[src/mgmt_regs_pkg.sv]
// Shared constants and types for the management register group
package mgmt_regs_pkg;

  // ****************************************
  // Register addresses
  // ****************************************
  localparam logic [4:0] ID_HIGH_ADDR = 5'h02;
  localparam logic [4:0] ID_LOW_ADDR = 5'h03;
  localparam logic [4:0] OFFER_ADDR = 5'h04;

  // ****************************************
  // Identity values (arbitrary, neutral)
  // ****************************************
  localparam logic [15:0] VENDOR_ID_HIGH = 16'h1234;
  localparam logic [5:0] VENDOR_ID_LOW_BITS = 6'h15;
  localparam logic [5:0] MODEL_NUMBER = 6'h05;
  localparam logic [3:0] REVISION_NUMBER = 4'h2;

  // ****************************************
  // Offer register fields
  // ****************************************
  localparam int NEXT_PAGE_BIT = 15;
  localparam int RESERVED_BIT = 14;
  localparam int REMOTE_FAULT_BIT = 13;
  localparam int EXT_PAGES_BIT = 12;
  localparam int ASYM_PAUSE_BIT = 11;
  localparam int SYM_PAUSE_BIT = 10;
  localparam int FOUR_PAIR_BIT = 9;
  localparam int SPEED_MSB = 8;
  localparam int SPEED_LSB = 5;
  localparam int SELECTOR_MSB = 4;
  localparam logic [15:0] OFFER_RESET = 16'h01e1;
  localparam logic [15:0] OFFER_WRITE_MASK = 16'hbde0;
  localparam logic [4:0] SELECTOR_IEEE = 5'h01;

  // ****************************************
  // Serial management frame
  // ****************************************
  localparam logic [1:0] OP_READ = 2'h2;
  localparam logic [1:0] OP_WRITE = 2'h1;
  localparam logic [4:0] OP_LAST = 5'h01;
  localparam logic [4:0] FIELD_LAST = 5'h04;
  localparam logic [4:0] TA_LAST = 5'h01;
  localparam logic [4:0] DATA_LAST = 5'h0f;

  typedef enum logic [2:0] {
    ST_IDLE = 3'b000,
    ST_START = 3'b001,
    ST_OP = 3'b010,
    ST_PHY = 3'b011,
    ST_REG = 3'b100,
    ST_TA = 3'b101,
    ST_DATA = 3'b110
  } frame_state_t;

endpackage

[src/reg_access_if.sv]
// Register access path between the frame engine and the register banks
`timescale 1ns/100ps
`default_nettype none
interface reg_access_if;
  logic [4:0] addr;
  logic wr;
  logic [15:0] wdata;
  logic strap_load;
  logic [3:0] strap;
  logic [15:0] id_rdata;
  logic [15:0] offer_rdata;
  logic [15:0] offer;

  modport engine (
    output addr, wr, wdata, strap_load, strap,
    input id_rdata, offer_rdata, offer
  );
  modport ident (
    input addr,
    output id_rdata
  );
  modport offer_side (
    input addr, wr, wdata, strap_load, strap,
    output offer_rdata, offer
  );
endinterface
`default_nettype wire

[src/ident_bank.sv]
// Read-only identifier registers
`timescale 1ns/100ps
`default_nettype none
module ident_bank
  import mgmt_regs_pkg::*;
(
  reg_access_if.ident rif
);

  always_comb begin
    unique case (rif.addr)
      ID_HIGH_ADDR: rif.id_rdata = VENDOR_ID_HIGH;
      ID_LOW_ADDR: rif.id_rdata = {VENDOR_ID_LOW_BITS,
                                   MODEL_NUMBER, REVISION_NUMBER};
      default: rif.id_rdata = 16'h0000;
    endcase
  end

endmodule
`default_nettype wire

[src/offer_bank.sv]
// Negotiation offer register with strap-dependent default
`timescale 1ns/100ps
`default_nettype none
module offer_bank
  import mgmt_regs_pkg::*;
(
  input wire logic mclk,
  input wire logic rst_n,
  reg_access_if.offer_side rif
);

  logic [15:0] offer_q;
  logic [15:0] offer_d;

  always_comb begin
    offer_d = offer_q;
    if (rif.strap_load) begin
      offer_d[SPEED_MSB:SPEED_LSB] = rif.strap;
    end else if (rif.wr && rif.addr == OFFER_ADDR) begin
      // Masked write keeps fixed bits untouched
      offer_d = (offer_q & ~OFFER_WRITE_MASK) | (rif.wdata & OFFER_WRITE_MASK);
    end
    offer_d[RESERVED_BIT] = 1'b0;
    offer_d[FOUR_PAIR_BIT] = 1'b0;
    offer_d[SELECTOR_MSB:0] = SELECTOR_IEEE;
  end

  always_ff @(posedge mclk or negedge rst_n) begin
    if (!rst_n) begin
      offer_q <= OFFER_RESET;
    end else begin
      offer_q <= offer_d;
    end
  end

  assign rif.offer = offer_q;
  assign rif.offer_rdata = (rif.addr == OFFER_ADDR) ? offer_q : 16'h0000;

  // ****************************************
  // Checks
  // ****************************************
  fixed_bits_a: assert property (@(posedge mclk) disable iff (!rst_n)
    offer_q[FOUR_PAIR_BIT] == 1'b0 && offer_q[RESERVED_BIT] == 1'b0)
    else $error("Fixed offer bit set");
  selector_fixed_a: assert property (@(posedge mclk) disable iff (!rst_n)
    offer_q[SELECTOR_MSB:0] == SELECTOR_IEEE)
    else $error("Selector not IEEE");
  strap_default_a: assert property (@(posedge mclk) disable iff (!rst_n)
    rst_n && rif.strap_load |=> offer_q[SPEED_MSB:SPEED_LSB] == $past(rif.strap))
    else $error("Strap default not loaded");
  next_page_wr_a: assert property (@(posedge mclk) disable iff (!rst_n)
    (rif.wr && rif.addr == OFFER_ADDR && !rif.strap_load)
    |=> offer_q[NEXT_PAGE_BIT] == $past(rif.wdata[NEXT_PAGE_BIT]))
    else $error("Next page bit not written");
  fault_ext_wr_a: assert property (@(posedge mclk) disable iff (!rst_n)
    (rif.wr && rif.addr == OFFER_ADDR && !rif.strap_load)
    |=> offer_q[REMOTE_FAULT_BIT:EXT_PAGES_BIT]
        == $past(rif.wdata[REMOTE_FAULT_BIT:EXT_PAGES_BIT]))
    else $error("Fault or extended page bit not written");
  pause_speed_wr_a: assert property (@(posedge mclk) disable iff (!rst_n)
    (rif.wr && rif.addr == OFFER_ADDR && !rif.strap_load)
    |=> offer_q[ASYM_PAUSE_BIT:SYM_PAUSE_BIT] == $past(rif.wdata[ASYM_PAUSE_BIT:SYM_PAUSE_BIT])
        && offer_q[SPEED_MSB:SPEED_LSB] == $past(rif.wdata[SPEED_MSB:SPEED_LSB]))
    else $error("Ability bits not written");

endmodule
`default_nettype wire

[src/phy_mgmt_regs.sv]
// Serial management slave with identifier and negotiation offer registers
//
// Overview of operation
// - First identifier register shows vendor bits 3-18
// - Second identifier top six bits: vendor bits 19-24
// - Model number bits 9:4, revision bits 3:0
// - Offer bit 15 requests next page exchange
// - Offer bit 13 carries local remote fault
// - Offer bit 12 advertises extended next pages
// - Bits 11:5 abilities; 11 asym, 10 sym pause
// - Offer bit 9 read-only, always zero
// - Bits 8:5 speed/duplex offers, all ones in reset, strap value after release
// - Selector bits 4:0 fixed at one
// - Offer reset default follows sampled strap pins
// - Completion flag output follows an_done one mclk later, not held
`timescale 1ns/100ps
`default_nettype none
module phy_mgmt_regs
  import mgmt_regs_pkg::*;
(
  input wire logic mclk,
  input wire logic rst_n,
  input wire logic mdc,
  input wire logic mdio_i,
  output logic mdio_o,
  output logic mdio_oe,
  input wire logic [4:0] phy_address,
  input wire logic [3:0] cfg_speed_offer,
  input wire logic an_done,
  output logic [15:0] negotiation_offer,
  output logic negotiation_complete
);

  reg_access_if rif ();

  // ****************************************
  // Register banks
  // ****************************************
  ident_bank u_ident (
    .rif(rif.ident)
  );

  offer_bank u_offer (
    .mclk(mclk),
    .rst_n(rst_n),
    .rif(rif.offer_side)
  );

  // ****************************************
  // Strap capture and status
  // ****************************************
  logic strap_load_q;
  logic strap_load_d;
  logic complete_q;
  logic complete_d;

  always_comb begin
    // One load pulse on the first edge after reset release
    strap_load_d = 1'b0;
    complete_d = an_done;
  end

  always_ff @(posedge mclk or negedge rst_n) begin
    if (!rst_n) begin
      strap_load_q <= 1'b1;
      complete_q <= 1'b0;
    end else begin
      strap_load_q <= strap_load_d;
      complete_q <= complete_d;
    end
  end

  // Strap pins are taken at the first edge after release
  assign rif.strap_load = strap_load_q;
  assign rif.strap = cfg_speed_offer;
  assign negotiation_complete = complete_q;
  assign negotiation_offer = rif.offer;

  // ****************************************
  // Frame engine
  // ****************************************
  frame_state_t state_q;
  frame_state_t state_d;
  logic mdc_prev_q;
  logic mdc_rise;
  logic [4:0] cnt_q;
  logic [4:0] cnt_d;
  logic [15:0] shift_q;
  logic [15:0] shift_d;
  logic [15:0] out_q;
  logic [15:0] out_d;
  logic seen_one_q;
  logic seen_one_d;
  logic read_q;
  logic read_d;
  logic match_q;
  logic match_d;
  logic [4:0] addr_q;
  logic [4:0] addr_d;
  logic wr_q;
  logic wr_d;
  logic [15:0] wdata_q;
  logic [15:0] wdata_d;
  logic mdio_o_q;
  logic mdio_o_d;
  logic mdio_oe_q;
  logic mdio_oe_d;
  logic [1:0] op_bits;
  logic [4:0] field_bits;

  // Management clock is sampled, not used as a clock
  assign mdc_rise = mdc & ~mdc_prev_q;
  assign op_bits = {shift_q[0], mdio_i};
  assign field_bits = {shift_q[3:0], mdio_i};

  always_comb begin
    state_d = state_q;
    cnt_d = cnt_q;
    shift_d = shift_q;
    out_d = out_q;
    seen_one_d = seen_one_q;
    read_d = read_q;
    match_d = match_q;
    addr_d = addr_q;
    wr_d = 1'b0;
    wdata_d = wdata_q;
    mdio_o_d = mdio_o_q;
    mdio_oe_d = mdio_oe_q;
    if (mdc_rise) begin
      shift_d = {shift_q[14:0], mdio_i};
      unique case (state_q)
        ST_IDLE: begin
          // Short preamble accepted: one 1 before the start 0
          seen_one_d = mdio_i;
          if (!mdio_i && seen_one_q) begin
            state_d = ST_START;
          end
        end
        ST_START: begin
          if (mdio_i) begin
            state_d = ST_OP;
            cnt_d = OP_LAST;
          end else begin
            state_d = ST_IDLE;
          end
        end
        ST_OP: begin
          if (cnt_q == 5'h00) begin
            read_d = (op_bits == OP_READ);
            if (op_bits == OP_READ || op_bits == OP_WRITE) begin
              state_d = ST_PHY;
              cnt_d = FIELD_LAST;
            end else begin
              state_d = ST_IDLE;
            end
          end else begin
            cnt_d = cnt_q - 5'h01;
          end
        end
        ST_PHY: begin
          if (cnt_q == 5'h00) begin
            match_d = (field_bits == phy_address);
            state_d = ST_REG;
            cnt_d = FIELD_LAST;
          end else begin
            cnt_d = cnt_q - 5'h01;
          end
        end
        ST_REG: begin
          if (cnt_q == 5'h00) begin
            addr_d = field_bits;
            state_d = ST_TA;
            cnt_d = TA_LAST;
          end else begin
            cnt_d = cnt_q - 5'h01;
          end
        end
        ST_TA: begin
          if (cnt_q != 5'h00) begin
            cnt_d = 5'h00;
            if (read_q && match_q) begin
              // Take the pin for the second turnaround bit
              mdio_oe_d = 1'b1;
              mdio_o_d = 1'b0;
              out_d = rif.id_rdata | rif.offer_rdata;
            end
          end else begin
            state_d = ST_DATA;
            cnt_d = DATA_LAST;
            if (read_q && match_q) begin
              mdio_o_d = out_q[15];
              out_d = {out_q[14:0], 1'b0};
            end
          end
        end
        ST_DATA: begin
          if (cnt_q == 5'h00) begin
            state_d = ST_IDLE;
            seen_one_d = 1'b0;
            mdio_oe_d = 1'b0;
            mdio_o_d = 1'b0;
            if (!read_q) begin
              // Address mismatch still runs the frame, but drops the write
              wr_d = match_q;
              wdata_d = {shift_q[14:0], mdio_i};
            end
          end else begin
            cnt_d = cnt_q - 5'h01;
            if (read_q && match_q) begin
              mdio_o_d = out_q[15];
              out_d = {out_q[14:0], 1'b0};
            end
          end
        end
        default: begin
          state_d = ST_IDLE;
        end
      endcase
    end
  end

  always_ff @(posedge mclk or negedge rst_n) begin
    if (!rst_n) begin
      state_q <= ST_IDLE;
      // Idle-high level, so a parked mdc gives no false rise after reset
      mdc_prev_q <= 1'b1;
      cnt_q <= 5'h00;
      shift_q <= 16'h0000;
      out_q <= 16'h0000;
      seen_one_q <= 1'b0;
      read_q <= 1'b0;
      match_q <= 1'b0;
      addr_q <= 5'h00;
      wr_q <= 1'b0;
      wdata_q <= 16'h0000;
      mdio_o_q <= 1'b0;
      mdio_oe_q <= 1'b0;
    end else begin
      state_q <= state_d;
      mdc_prev_q <= mdc;
      cnt_q <= cnt_d;
      shift_q <= shift_d;
      out_q <= out_d;
      seen_one_q <= seen_one_d;
      read_q <= read_d;
      match_q <= match_d;
      addr_q <= addr_d;
      wr_q <= wr_d;
      wdata_q <= wdata_d;
      mdio_o_q <= mdio_o_d;
      mdio_oe_q <= mdio_oe_d;
    end
  end

  assign rif.addr = addr_q;
  assign rif.wr = wr_q;
  assign rif.wdata = wdata_q;
  assign mdio_o = mdio_o_q;
  assign mdio_oe = mdio_oe_q;

  // ****************************************
  // Checks
  // ****************************************
  logic read_load;
  assign read_load = mdc_rise && state_q == ST_TA && cnt_q != 5'h00 && read_q && match_q;

  id_high_read_a: assert property (@(posedge mclk) disable iff (!rst_n)
    (read_load && addr_q == ID_HIGH_ADDR) |=> out_q == VENDOR_ID_HIGH)
    else $error("Identifier high read wrong");
  id_low_oui_a: assert property (@(posedge mclk) disable iff (!rst_n)
    (read_load && addr_q == ID_LOW_ADDR) |=> out_q[15:10] == VENDOR_ID_LOW_BITS)
    else $error("Identifier low vendor bits wrong");
  model_rev_a: assert property (@(posedge mclk) disable iff (!rst_n)
    (read_load && addr_q == ID_LOW_ADDR)
    |=> out_q[9:0] == {MODEL_NUMBER, REVISION_NUMBER})
    else $error("Model or revision wrong");
  offer_read_a: assert property (@(posedge mclk) disable iff (!rst_n)
    (read_load && addr_q == OFFER_ADDR)
    |=> out_q[RESERVED_BIT] == 1'b0 && out_q[FOUR_PAIR_BIT] == 1'b0)
    else $error("Reserved offer bits read nonzero");
  complete_follow_a: assert property (@(posedge mclk) disable iff (!rst_n)
    rst_n |=> negotiation_complete == $past(an_done))
    else $error("Completion flag does not follow");
  strap_once_a: assert property (@(posedge mclk) disable iff (!rst_n)
    !strap_load_q |=> !strap_load_q)
    else $error("Strap reloaded after release");
  turnaround_a: assert property (@(posedge mclk) disable iff (!rst_n)
    read_load |=> mdio_oe && !mdio_o)
    else $error("Turnaround zero not driven");
  release_a: assert property (@(posedge mclk) disable iff (!rst_n)
    (mdc_rise && state_q == ST_DATA && cnt_q == 5'h00) |=> !mdio_oe && state_q == ST_IDLE)
    else $error("Pin not released after frame");
  oe_owner_a: assert property (@(posedge mclk) disable iff (!rst_n)
    mdio_oe |-> read_q && match_q)
    else $error("Pin driven outside own read");
  write_match_a: assert property (@(posedge mclk) disable iff (!rst_n)
    rif.wr |-> match_q && !read_q)
    else $error("Write issued for foreign frame");

endmodule
`default_nettype wire

[config.mk]
export PLATFORM = sky130hd
export DESIGN_NAME = phy_mgmt_regs
export DESIGN_NICKNAME = d
export VERILOG_FILES = /design/src/mgmt_regs_pkg.sv /design/src/reg_access_if.sv /design/src/ident_bank.sv /design/src/offer_bank.sv /design/src/phy_mgmt_regs.sv
export SDC_FILE = /design/constraint.sdc
export NUM_CORES = 1
export LEC_CHECK = 0
export BUFFER_PORTS_ARGS = -buffer_cell sky130_fd_sc_hd__buf_2
export CORE_MARGIN = 2
export CORE_UTILIZATION = 40
export DETAILED_ROUTE_END_ITERATION = 16
export GPL_TIMING_DRIVEN = 0
export PLACE_DENSITY = 0.68
export SLEW_MARGIN = 0
export SYNTH_ARGS = -nofsm -noshare
export SYNTH_HDL_FRONTEND = slang
export SYNTH_SLANG_ARGS = --single-unit
[constraint.sdc]
create_clock -name mclk -period 2.7 [get_ports mclk]
set_input_delay 0.81 -clock mclk [delete_from_list [all_inputs] [get_ports mclk]]
set_output_delay 0.81 -clock mclk [all_outputs]
set_load 0.02 [all_outputs]
* After elaboration in Yosys (flattened, before gate mapping)
Index checks and enable logic that the tools add are counted.
Word-level totals: ROM bits 0, output and inout port bits 19, latch bits 0, logic and storage cells 110, RAM bits 0, memories 0, register bits 78, input port bits 14
Cells by class: shift operators 0, multiplexer cells 40, equal/unequal tests 24, multipliers 0, divide/modulo/power cells 0, add/sub/neg operators 1, reduce and logical (&&, ||, !) cells 23, $lt $le $gt $ge 0, bitwise operators 5
Operator list (number):
- $mux W16 | 5
- $pmux W16 S2 | 1
- $mux W5 | 6
- $pmux W15 S2 | 1
- $pmux W5 S6 | 1
- $pmux W3 S7 | 1
- $ne A2 B2 Y1 const B | 10
- $mux W3 | 6
- $or A16 B16 Y16 | 1
- $reduce_and A3 Y1 | 5
- $mux W1 | 11
- $eq A5 B2 Y1 const B | 2
- $reduce_and A5 Y1 | 2
- $eq A3 B3 Y1 const B | 3
- $mux W9 | 1
- $mux W4 | 2
- $reduce_and A4 Y1 | 2
- $reduce_and A7 Y1 | 1
- $eq A3 B2 Y1 const B | 2
- $ne A3 B3 Y1 const B | 2
- $pmux W1 S2 | 3
- $reduce_bool A2 Y1 | 3
- $reduce_bool A6 Y1 | 1
- $eq A5 B3 Y1 const B | 1
- 15 further kinds | 20

* Depth between registers and ports, before layout
Gate-level depths: netlist (run 1).
depth in word-level cells 6, mapped depth 8, depth with buffers taken out 6

* Hierarchy
From an unflattened synthesis (run 1), not the netlist that was laid out.
Second synthesis, totals: cells, all modules 373, area total of the unflattened synthesis 4111.4 µm²
Modules (own cells, without submodules):
- phy_mgmt_regs | cells an instance 297, instances 1, area an instance 3375.7 µm², seq. area each 1729.2 µm²
- offer_bank | cells an instance 59, instances 1, area an instance 596.8 µm², seq. area each 230.2 µm²
- ident_bank | cells an instance 17, instances 1, area an instance 138.9 µm², seq. area each 0.0 µm²

* Worst setup path after synthesis (run 1)
Ideal clock, no wire load.
path type reg2reg, from reg cnt_q[0], to reg addr_q[1], data required time 2575 ps, library setup time 125 ps, path slack 407 ps, path buffers 2, cell stages (with the launch flop) 8, arrival 2168 ps, period minus slack after synthesis 2293 ps, cells stage by stage dfrtp_1 > inv_1 > ha_1 > or4b_1 > buf_2 > or4_4 > buf_6 > mux2_4
On the way: longest elaborated chain between the ends 2
Ends and longest elaborated chain:
- from (decl) | RTL line phy_mgmt_regs.sv:86 | logic [4:0] cnt_q;
- from (signal assigned) | RTL line phy_mgmt_regs.sv:241 | cnt_q <= cnt_d;
- $logic_not A5 Y1 | RTL line phy_mgmt_regs.sv:170 | if (cnt_q == 5'h00) begin
- $reduce_and A3 Y1 (no line)
- to (signal assigned) | RTL line phy_mgmt_regs.sv:247 | addr_q <= addr_d;
- to (decl) | RTL line phy_mgmt_regs.sv:98 | logic [4:0] addr_q;
Every way passes these cells. A chain may end at the register's enable or synchronous reset.

* Final worst setup path (run 1)
from reg cnt_q[0], to reg out_q[15]
On the way: longest elaborated chain between the ends 3, elaborated cells between the ends (all ways) 7, those cells by class eq/ne (2); mux (2); reduce/logical (3)
Ends and longest elaborated chain:
- $reduce_bool A5 Y1 or $logic_not A5 Y1 (tied branches)
- $ne A3 B3 Y1 (no line), or another cell as far along
- $reduce_and A4 Y1 (no line) or $pmux W16 S2 (tied branches)
- to (signal assigned) | RTL line phy_mgmt_regs.sv:243 | out_q <= out_d;
- to (decl) | RTL line phy_mgmt_regs.sv:90 | logic [15:0] out_q;
Several ways; a longest one is shown, not always the timed one.

==> results of run 1 <==
synth_stat cells, types with 3 or more instances:
master	number	share of area, %
o21ai_0	17	2.4
dfrtp_1	65	46
a21oi_1	10	1.4
a32oi_1	5	1.2
buf_2	4	0.57
mux2_4	9	3.8
buf_4	7	1.5
or3_1	3	0.53
nor2b_1	6	1.1
and3_1	6	1.1
nand2_1	57	6.1
nor3_1	9	1.3
mux2i_1	6	1.7
and2_1	3	0.53
nand2b_1	6	1.1
xnor2_1	3	0.74
a31oi_1	7	1.2
xor2_1	3	0.74
dfstp_2	6	4.5
inv_1	8	0.85
clkbuf_1	13	1.4
nor2_1	8	0.85
mux2_2	11	3.5
nand3_1	7	0.99
a221oi_1	3	0.74
o2bb2ai_1	13	3.2
worst max-delay path: cells and delay by family, from the launching register on:
kind,cells,cell delay (ns)
AOI/OAI and AO/OA,3,0.66
adders and majority gates,1,0.23
buffers and inverters,3,0.69
DFF,1,0.44
and+or+nand+nor,1,0.44
worst min-delay path by stage:
stage	depth (start not counted)	endpoint	slack [ns]	startpoint
floorplan	2	shift_q[14]	0.44	shift_q[13]
global placement	2	shift_q[9]	0.45	shift_q[8]
detailed placement	2	shift_q[9]	0.46	shift_q[8]
CTS	2	shift_q[9]	0.48	shift_q[8]
global route	1	out_q[7]	0.50	out_q[7]
finish	2	shift_q[9]	0.48	shift_q[8]
power breakdown:
| part | total (mW) | internal (mW) | leakage (nW) | switching (mW) |
|---|---|---|---|---|
| sequential | 1.44 | 1.27 | 0.935 | 0.169 |
| combinational | 1.10 | 0.456 | 0.891 | 0.649 |
| clock | 0.825 | 0.354 | 0.0903 | 0.471 |
| total | 3.37 | 2.08 | 1.92 | 1.29 |
cell families (layout without fill, tap and decap cells):
group	count (synthesis)	count (layout)	share of synthesized area, %
fa+ha+maj	2	2	0.7086
mux	26	26	9.036
buf+inv	36	77	5.138
compound gates	76	76	14.95
flops	71	71	50.53
simple gates	123	123	17.93
other cells	2	8	0.2127
xor+xnor	6	6	1.489
layout make-up:
cell class | instances | area (µm²) | share of cell area [%]
Buffer | 28 | 151.4 | 3.773
Clock buffer | 9 | 123.9 | 3.087
Clock inverter | 7 | 63.81 | 1.590
Inverter | 8 | 30.03 | 0.7484
Multi-Input combinational cell | 241 | 1597 | 39.79
Sequential cell | 71 | 1784 | 44.47
Tap cell | 108 | 135.1 | 3.368
Timing Repair Buffer | 25 | 127.6 | 3.181
registers in the layout, summed over array words and instances, names as in the netlist:
register / count
out_q: 16
shift_q: 15
rif.wdata: 9
u_offer.rif.offer: 9
addr_q: 5
cnt_q: 5
state_q: 3
match_q: 1
mdc_prev_q: 1
mdio_o: 1
mdio_oe: 1
negotiation_complete: 1
read_q: 1
rif.strap_load: 1
rif.wr: 1
seen_one_q: 1
placed cells by master, fill, tap and decap left out, drive strengths merged, types with 6 or more instances in the layout:
| master | n |
|---|---|
| a21oi | 10 |
| conb | 8 |
| dfstp | 6 |
| and3 | 6 |
| nand3 | 7 |
| clkbuf | 22 |
| nor3 | 9 |
| buf | 40 |
| a31oi | 7 |
| nor2 | 9 |
| dfrtp | 65 |
| nand2 | 57 |
| o21ai | 19 |
| o2bb2ai | 13 |
| inv | 12 |
| mux2i | 6 |
| nand2b | 6 |
| nor2b | 6 |
| mux2 | 20 |
routing by layer:
layer | track usage, % | routed length (µm) | part of all wire, % | vias to the layer above
li1 | - | - | - | 1300
met1 | 22.72 | 3630 | 47 | 1355
met2 | 25.55 | 3528 | 46 | 78
met3 | 2.577 | 311 | 4.0 | 19
met4 | 9.936 | 240 | 3.1 | 0
met5 | 0 | 0 | 0 | -
repair_timing:
item                                    4_1_cts  5_1_grt
resized for setup                             1        1
setup buffers                                 0        0
pin swaps                                     0        0
endpoints found under the setup margin       19       10
through the flow:
step / setup TNS, ns / util, % / setup slack (ns)
6_report: 0 / 46.46 / 0.1635
5_1_grt: 0 / 46.46 / 0.009701
4_1_cts: 0 / 46.46 / 0.1922
3_5_place_dp: -0.8293 / 44.19 / -0.06784
3_3_place_gp: -0.5114 / 44.16 / -0.05302
2_1_floorplan: 0 / - / 0.4070
==> results.toml, run 1 <==
[finish]
fillerInstances = 800
fin_nets = 400
diodes = 0
drive_above_1_share_pct = 22.62
syn_to_final_growth_pct = 13.64
layout.cells.non_filler = 497
final_area_mm2 = 0.004013

[floorplanning]
die_y_um = 97.96
num_io_pins = 33
start_util_pct = 40.89
die_width_um = 97.96
die-area_mm2 = 0.009595
num_rows = 34
core-area_mm2 = 0.008636

[logic_synthesis]
synth_edf_count = 0
async_reset_ff_share_pct = 100.0
yosys_warnings = 0
synthesis.area_mm2 = 0.003531
ys_seq_elements = 71
avgSynthCellArea_um2 = 10.32
ys_types = 60
synthCells = 342
synth-main-ff-cell = "dfrtp_1"
yosysSeqAreaShare_pct = 50.53

[route]
dr.pass1.iters = 4
drc = 0
viasPerCell = 5.537
routedWlPerCell_um = 15.51
drt-initial-drc-count = 182
vias = 2752
routed_wl_mm = 7.710
postRouteAntennaNets = 0

[global_route]
grt_usage_pct = 16.78
grt_pass1_vias = 2649
antenna_found_initial = 0
grt_overflow = 0
grt_pass1_wl_mm = 12.87
grt_max_degree = 72

[worst_setup_path]
startpoint = "cnt_q[0]"
crit_path_end_kind = "flop"
critPathLaunchType = "flop"
crit_path_max_incr_delay_ns = 0.44
cp.required_ns = 2.99
path_cells = "inv_1 -> ha_1 -> or4b_1 -> buf_2 -> o21ai_1 -> clkbuf_1 -> a32oi_1 -> o2bb2ai_1"
cp_max_fo = 10
crit_end = "out_q[15]"
worst_path_max_delay_cell = "dfrtp_1"
rr_endpoint = "out_q[15]"
cp_data_arrival_time_ns = 2.82
worst_r2r_path_depth = 8
reg2reg_slack_ns = 0.16
critPathKind = "reg -> reg"
r2r_start = "cnt_q[0]"

[power_and_ir_drop]
power.leakage_nw = 1.917
powerDensity_mw_per_mm2 = 838.8
p_total_mw = 3.366
peakVddDrop_uv = 440.4

[clock_tree]
numCtsBuffers = 9
cts.sinks = 71
cts_max_level = 3
clk_pin_slew_ns = 0.08
cts_root_buffer = "clkbuf_8"
tritoncts = "done"
clock_latency_ns = 0.36
clock_path_buffers = 2
holdBufCountCts = 0

[placed_design]
dp.cells = 481
post_dp_cell_area_mm2 = 0.003816
place_hpwl_mm = 5.318
io_buffer_count = 25
gp_congestion = 0.9000

[sta]
hold_violations = 0
period_needed_ns = 2.537
drv_slew = 0
timing.fmax_mhz = 394.2
slew_headroom_pct = 39.71
finalCritPeriodShare_pct = 93.95
finalSetupViolations = 0
rsz0062_at_grt = "false"
skew_ns = 0.007442
max_slew.worst_pin.slew_ns = 0.8918
holdWs_ns = 0.4759

[worst_hold_path]
worstHoldPathType = "reg -> reg"

[outcome]
status = "completed"

[flow_run]
maxCapViolCount = 0
(Power assumes the default switching activity.)
==> inputs of run 2 (changes only) <==
- GPL_TIMING_DRIVEN: 0 -> default
- PLACE_DENSITY: 0.68 -> 0.67
- SYNTH_HIERARCHICAL: default -> 1
==> run 2 against run 1 <==
Compared with the run above: critical path depth shrank 2; register-to-register slack gained 0.23 ns; die area grew 8.9%; core utilization shrank 1.1 points; via count shrank 2.9%; worst hold slack lost 0.071 ns; flip-flop and latch count is the same; total power shrank 4.3%; sequential share of layout area shrank 2.1 points.
==> results.toml, run 2 <==
[global_route]
grt_pass1_vias = 2654
grt_max_degree = 37
grt_usage_pct = 16.32
antenna_found_initial = 0
grt_overflow = 0
grt_pass1_wl_mm = 13.22

[clock_tree]
clk_pin_slew_ns = 0.09
cts_resized = 0
cts.sinks = 71
holdBufCountCts = 0
postCtsSetupBuffers = 0
cts_max_level = 3
clock_latency_ns = 0.36
cts_root_buffer = "clkbuf_8"
tritoncts = "done"
numCtsBuffers = 9
clock_path_buffers = 2

[route]
viasPerCell = 5.229
drt-initial-drc-count = 146
routed_wl_mm = 7.555
postRouteAntennaNets = 0
routedWlPerCell_um = 14.78
drc = 0
vias = 2672
dr.pass1.iters = 4

[power_and_ir_drop]
powerDensity_mw_per_mm2 = 765.1
peakVddDrop_uv = 482.3
power.leakage_nw = 1.937
p_total_mw = 3.221

[sta]
hold_violations = 0
period_needed_ns = 2.310
tns_ns = 0
finalCritPeriodShare_pct = 85.57
rsz0062_at_grt = "false"
max_slew.worst_pin.slew_ns = 0.5986
skew_ns = 0.01057
slew_headroom_pct = 59.75
timing.fmax_mhz = 432.8
finalSetupViolations = 0
drv_slew = 0

[finish]
final_common_cell = "dfrtp_1"
final_area_mm2 = 0.004209
largest-register = "out_q"
largest_reg_flops = 16
layout.cells.non_filler = 511
top_regs = "out_q x16, shift_q x15"
final_cell_mix = "65 x dfrtp_1, 30 x mux2_2, 25 x nor2_1, 25 x buf_2, 21 x conb_1"
drive_above_1_share_pct = 28.53
fin_nets = 394
diodes = 0
fin_util_pct = 45.34
syn_to_final_growth_pct = 9.115
fillerInstances = 873

[worst_setup_path]
worst_r2r_path_depth = 6
r2r_start = "cnt_q[0]"
path_cells = "inv_1 -> ha_1 -> or4b_4 -> a21o_1 -> a21oi_4 -> a2bb2oi_1"
crit_path_end_kind = "flop"
crit_cells = 6
critPathLaunchType = "flop"
cp.required_ns = 2.93
rr_endpoint = "out_q[5]"
cp_data_arrival_time_ns = 2.54
cp_num_buf_inv = 1
cp_max_fo = 21
crit_path_max_incr_delay_ns = 0.63
reg2reg_slack_ns = 0.39
critPathKind = "reg -> reg"
worst_path_max_delay_cell = "or4b_4"
cpLargestDelayFamily = "compound AO/OA/AOI/OAI gates"
startpoint = "cnt_q[0]"
crit_end = "out_q[5]"

[logic_synthesis]
synthCells = 359
synthesis.area_mm2 = 0.003857
avgSynthCellArea_um2 = 10.74
yosys_warnings = 6

[floorplanning]
die_y_um = 102.2
num_rows = 35
die_width_um = 102.2
num_io_pins = 33
die-area_mm2 = 0.01044
core-area_mm2 = 0.009284
start_util_pct = 41.55

[placed_design]
io_buffer_count = 25
place_hpwl_mm = 5.207
post_dp_cell_area_mm2 = 0.004006
dp.cells = 495
gp_congestion = 0.8176

[outcome]
status = "completed"

[flow_run]
maxCapViolCount = 0

[worst_hold_path]
worstHoldPathType = "in -> async"
-- run 2: power breakdown --
part | internal, mW | leakage, nW | switching, mW
registers | 1.24 | 0.923 | 0.228
clock network | 0.439 | 0.105 | 0.447
logic | 0.401 | 0.909 | 0.467
total | 2.08 | 1.94 | 1.14
-- run 2: cell type report --
| type | count | area [µm²] | area share, % |
|---|---|---|---|
| repair buffers | 35 | 212.7 | 5.054 |
| well taps | 129 | 161.4 | 3.835 |
| flip-flops and latches | 71 | 1784 | 42.39 |
| clock inverters | 7 | 78.83 | 1.873 |
| inverters | 9 | 33.78 | 0.8026 |
| multi-input cells | 251 | 1814 | 43.10 |
| clock buffers | 9 | 123.9 | 2.943 |
-- run 2: per-stage QoR --
stage | hold slack [ns] | setup WS (ns)
final | 0.4045 | 0.3896
after global routing | 0.4162 | 0.2689
after CTS | 0.4045 | 0.3885
after detailed placement | 0.4929 | 0.2409
after global placement | 0.4862 | 0.3071
after floorplan | 0.4557 | 0.4458
-- run 2: worst min path at each step --
stage / from / to / slack (ns) / cells after the start
after global placement: rif.wdata[15] / rif.wdata[15] / 0.49 / 1
after global routing: rst_n / shift_q[9] / 0.42 / 2
after detailed placement: shift_q[8] / shift_q[8] / 0.49 / 1
after CTS: rst_n / shift_q[9] / 0.40 / 2
after floorplan: match_q / match_q / 0.46 / 2
final: rst_n / shift_q[9] / 0.40 / 2
-- run 2: layer usage --
layer / track usage, % / share of wire, %
met1: 22.04 / 47
met2: 25.35 / 48
met3: 3.488 / 3.2
met4: 7.385 / 1.9
met5: 0 / 0
==> inputs of run 3 (changes only) <==
- ABC_AREA: default -> 1
==> run 3 against run 2 <==
Compared with the run above: setup slack better by 0.31 ns; area after synthesis up 14%; largest power group is now combinational cells; clock skew up 0.0012 ns; highest routed layer unchanged; first-iteration DRC count fell by 12%; total power grew 24%; maximum frequency rose by 15%; wire length increased by 23%.
==> results.toml, run 3 <==
[floorplanning]
die-area_mm2 = 0.01188
die_y_um = 109.0
core-area_mm2 = 0.01079
num_rows = 38
die_width_um = 109.0
num_io_pins = 33
start_util_pct = 40.86

[clock_tree]
cts.sinks = 71
tritoncts = "done"
postCtsSetupBuffers = 0
holdBufCountCts = 0
numCtsBuffers = 9
clock_path_buffers = 2
clk_pin_slew_ns = 0.09
cts_max_level = 3
cts_root_buffer = "clkbuf_8"
cts_resized = 0
clock_latency_ns = 0.35

[global_route]
grt_overflow = 0
grt_use_met2_pct = 28.79
grt-busiest-layer = "met2"
grt_pass1_wl_mm = 16.22
grt_usage_pct = 17.29
grt_use_met3_pct = 4.304
grt_max_degree = 30
antenna_found_initial = 0
grt_pass1_vias = 3584
met1_usage_pct = 22.35

[finish]
final_common_cell = "nand2_1"
final_cell_mix = "285 x nand2_1, 65 x dfrtp_1, 50 x inv_1"
fillerInstances = 1090
largest-register = "out_q"
final_area_mm2 = 0.004736
regArea_mm2 = 0.001784
multi_input_area_mm2 = 0.002155
syn_to_final_growth_pct = 7.376
top_regs = "out_q x16, shift_q x15"
fin_util_pct = 43.88
drive_above_1_share_pct = 14.92
largest_reg_flops = 16
fin_nets = 662
diodes = 0

[placed_design]
post_dp_cell_area_mm2 = 0.004526
io_buffer_count = 25
place_hpwl_mm = 6.702
gp_congestion = 0.8299

[route]
routed_wl_mm = 9.313
postRouteAntennaNets = 0
routedWlPerCell_um = 11.79
drc = 0
dr.pass1.iters = 4
vias = 3697
drt-initial-drc-count = 128
viasPerCell = 4.680

[logic_synthesis]
yosys_warnings = 6
synthCells = 632
synthesis.area_mm2 = 0.004410
avgSynthCellArea_um2 = 6.979

[power_and_ir_drop]
p_total_mw = 3.994
power.leakage_nw = 2.597
powerDensity_mw_per_mm2 = 843.3
peakVddDrop_uv = 446.7

[worst_setup_path]
path_cells = "inv_1 -> ha_1 -> nand3_2 -> nor2_2 -> nand2_1 -> nand2_1 -> o21ai_1"
cp_data_arrival_time_ns = 2.21
crit_path_max_incr_delay_ns = 0.40
critPathKind = "reg -> reg"
reg2reg_slack_ns = 0.70
worst_path_max_delay_cell = "dfrtp_1"
critPathLaunchType = "flop"
cp.required_ns = 2.91
cp_max_fo = 18
crit_path_end_kind = "flop"
crit_top_cell = "nand2_1"

[flow_run]
maxCapViolCount = 0

[sta]
timing.fmax_mhz = 499.2
skew_ns = 0.01175
finalSetupViolations = 0
rsz0062_at_grt = "false"
drv_slew = 0
tns_ns = 0
finalCritPeriodShare_pct = 74.19
period_needed_ns = 2.003
hold_violations = 0
slew_headroom_pct = 51.64
max_slew.worst_pin.slew_ns = 0.7253

[outcome]
status = "completed"

[worst_hold_path]
worstHoldPathType = "reg -> reg"
==> run 3: area by class of cell <==
cell class	count	area share, %
multi-input cells	473	45.50
flip-flops and latches	71	37.68
inverters	58	4.676
repair buffers	32	4.016
well taps	140	3.699
clock buffers	10	2.906
clock inverters	6	1.532
==> run 3: routing by layer <==
layer | vias up | wire length [µm]
met2 | 83 | 4420
met3 | 2 | 424
met1 | 1701 | 4422
met4 | 0 | 45
met5 | - | 0
li1 | 1911 | -
==> run 3: final timing paths <==
| check | start | depth (start not counted) | endpoint |
|---|---|---|---|
| max | cnt_q[0] | 7 | rif.wdata[12] |
| min | shift_q[4] | 2 | shift_q[5] |
| max reg2reg | cnt_q[0] | 7 | rif.wdata[12] |
| min reg2reg | shift_q[4] | 2 | shift_q[5] |
| max in group asynchronous | rst_n | 2 | u_offer/rif.offer[5] |
| min in group asynchronous | rst_n | 1 | shift_q[14] |
==> run 3: critical path: cells and delay by family, from the launching register on <==
kind | cells | cell delay [ns]
compound gates | 1 | 0.08
fa+ha+maj | 1 | 0.21
simple gates | 4 | 1.02
buf+inv | 1 | 0.14
flops | 1 | 0.40
==> run 3: metrics by stage <==
step	hold WS [ns]	setup WS, ns	cells
after floorplan	0.4420	0.9702	649
after global placement	0.4598	0.5858	774
after detailed placement	0.4660	0.5299	774
after CTS	0.4862	0.6686	790
after global routing	0.5065	0.4976	790
final	0.4803	0.6968	790
==> run 3: power by group <==
part	switching [mW]	internal, mW	total (mW)
clock network	0.440	0.465	0.905
registers	0.229	1.27	1.50
logic	1.07	0.519	1.59
total	1.74	2.26	3.99
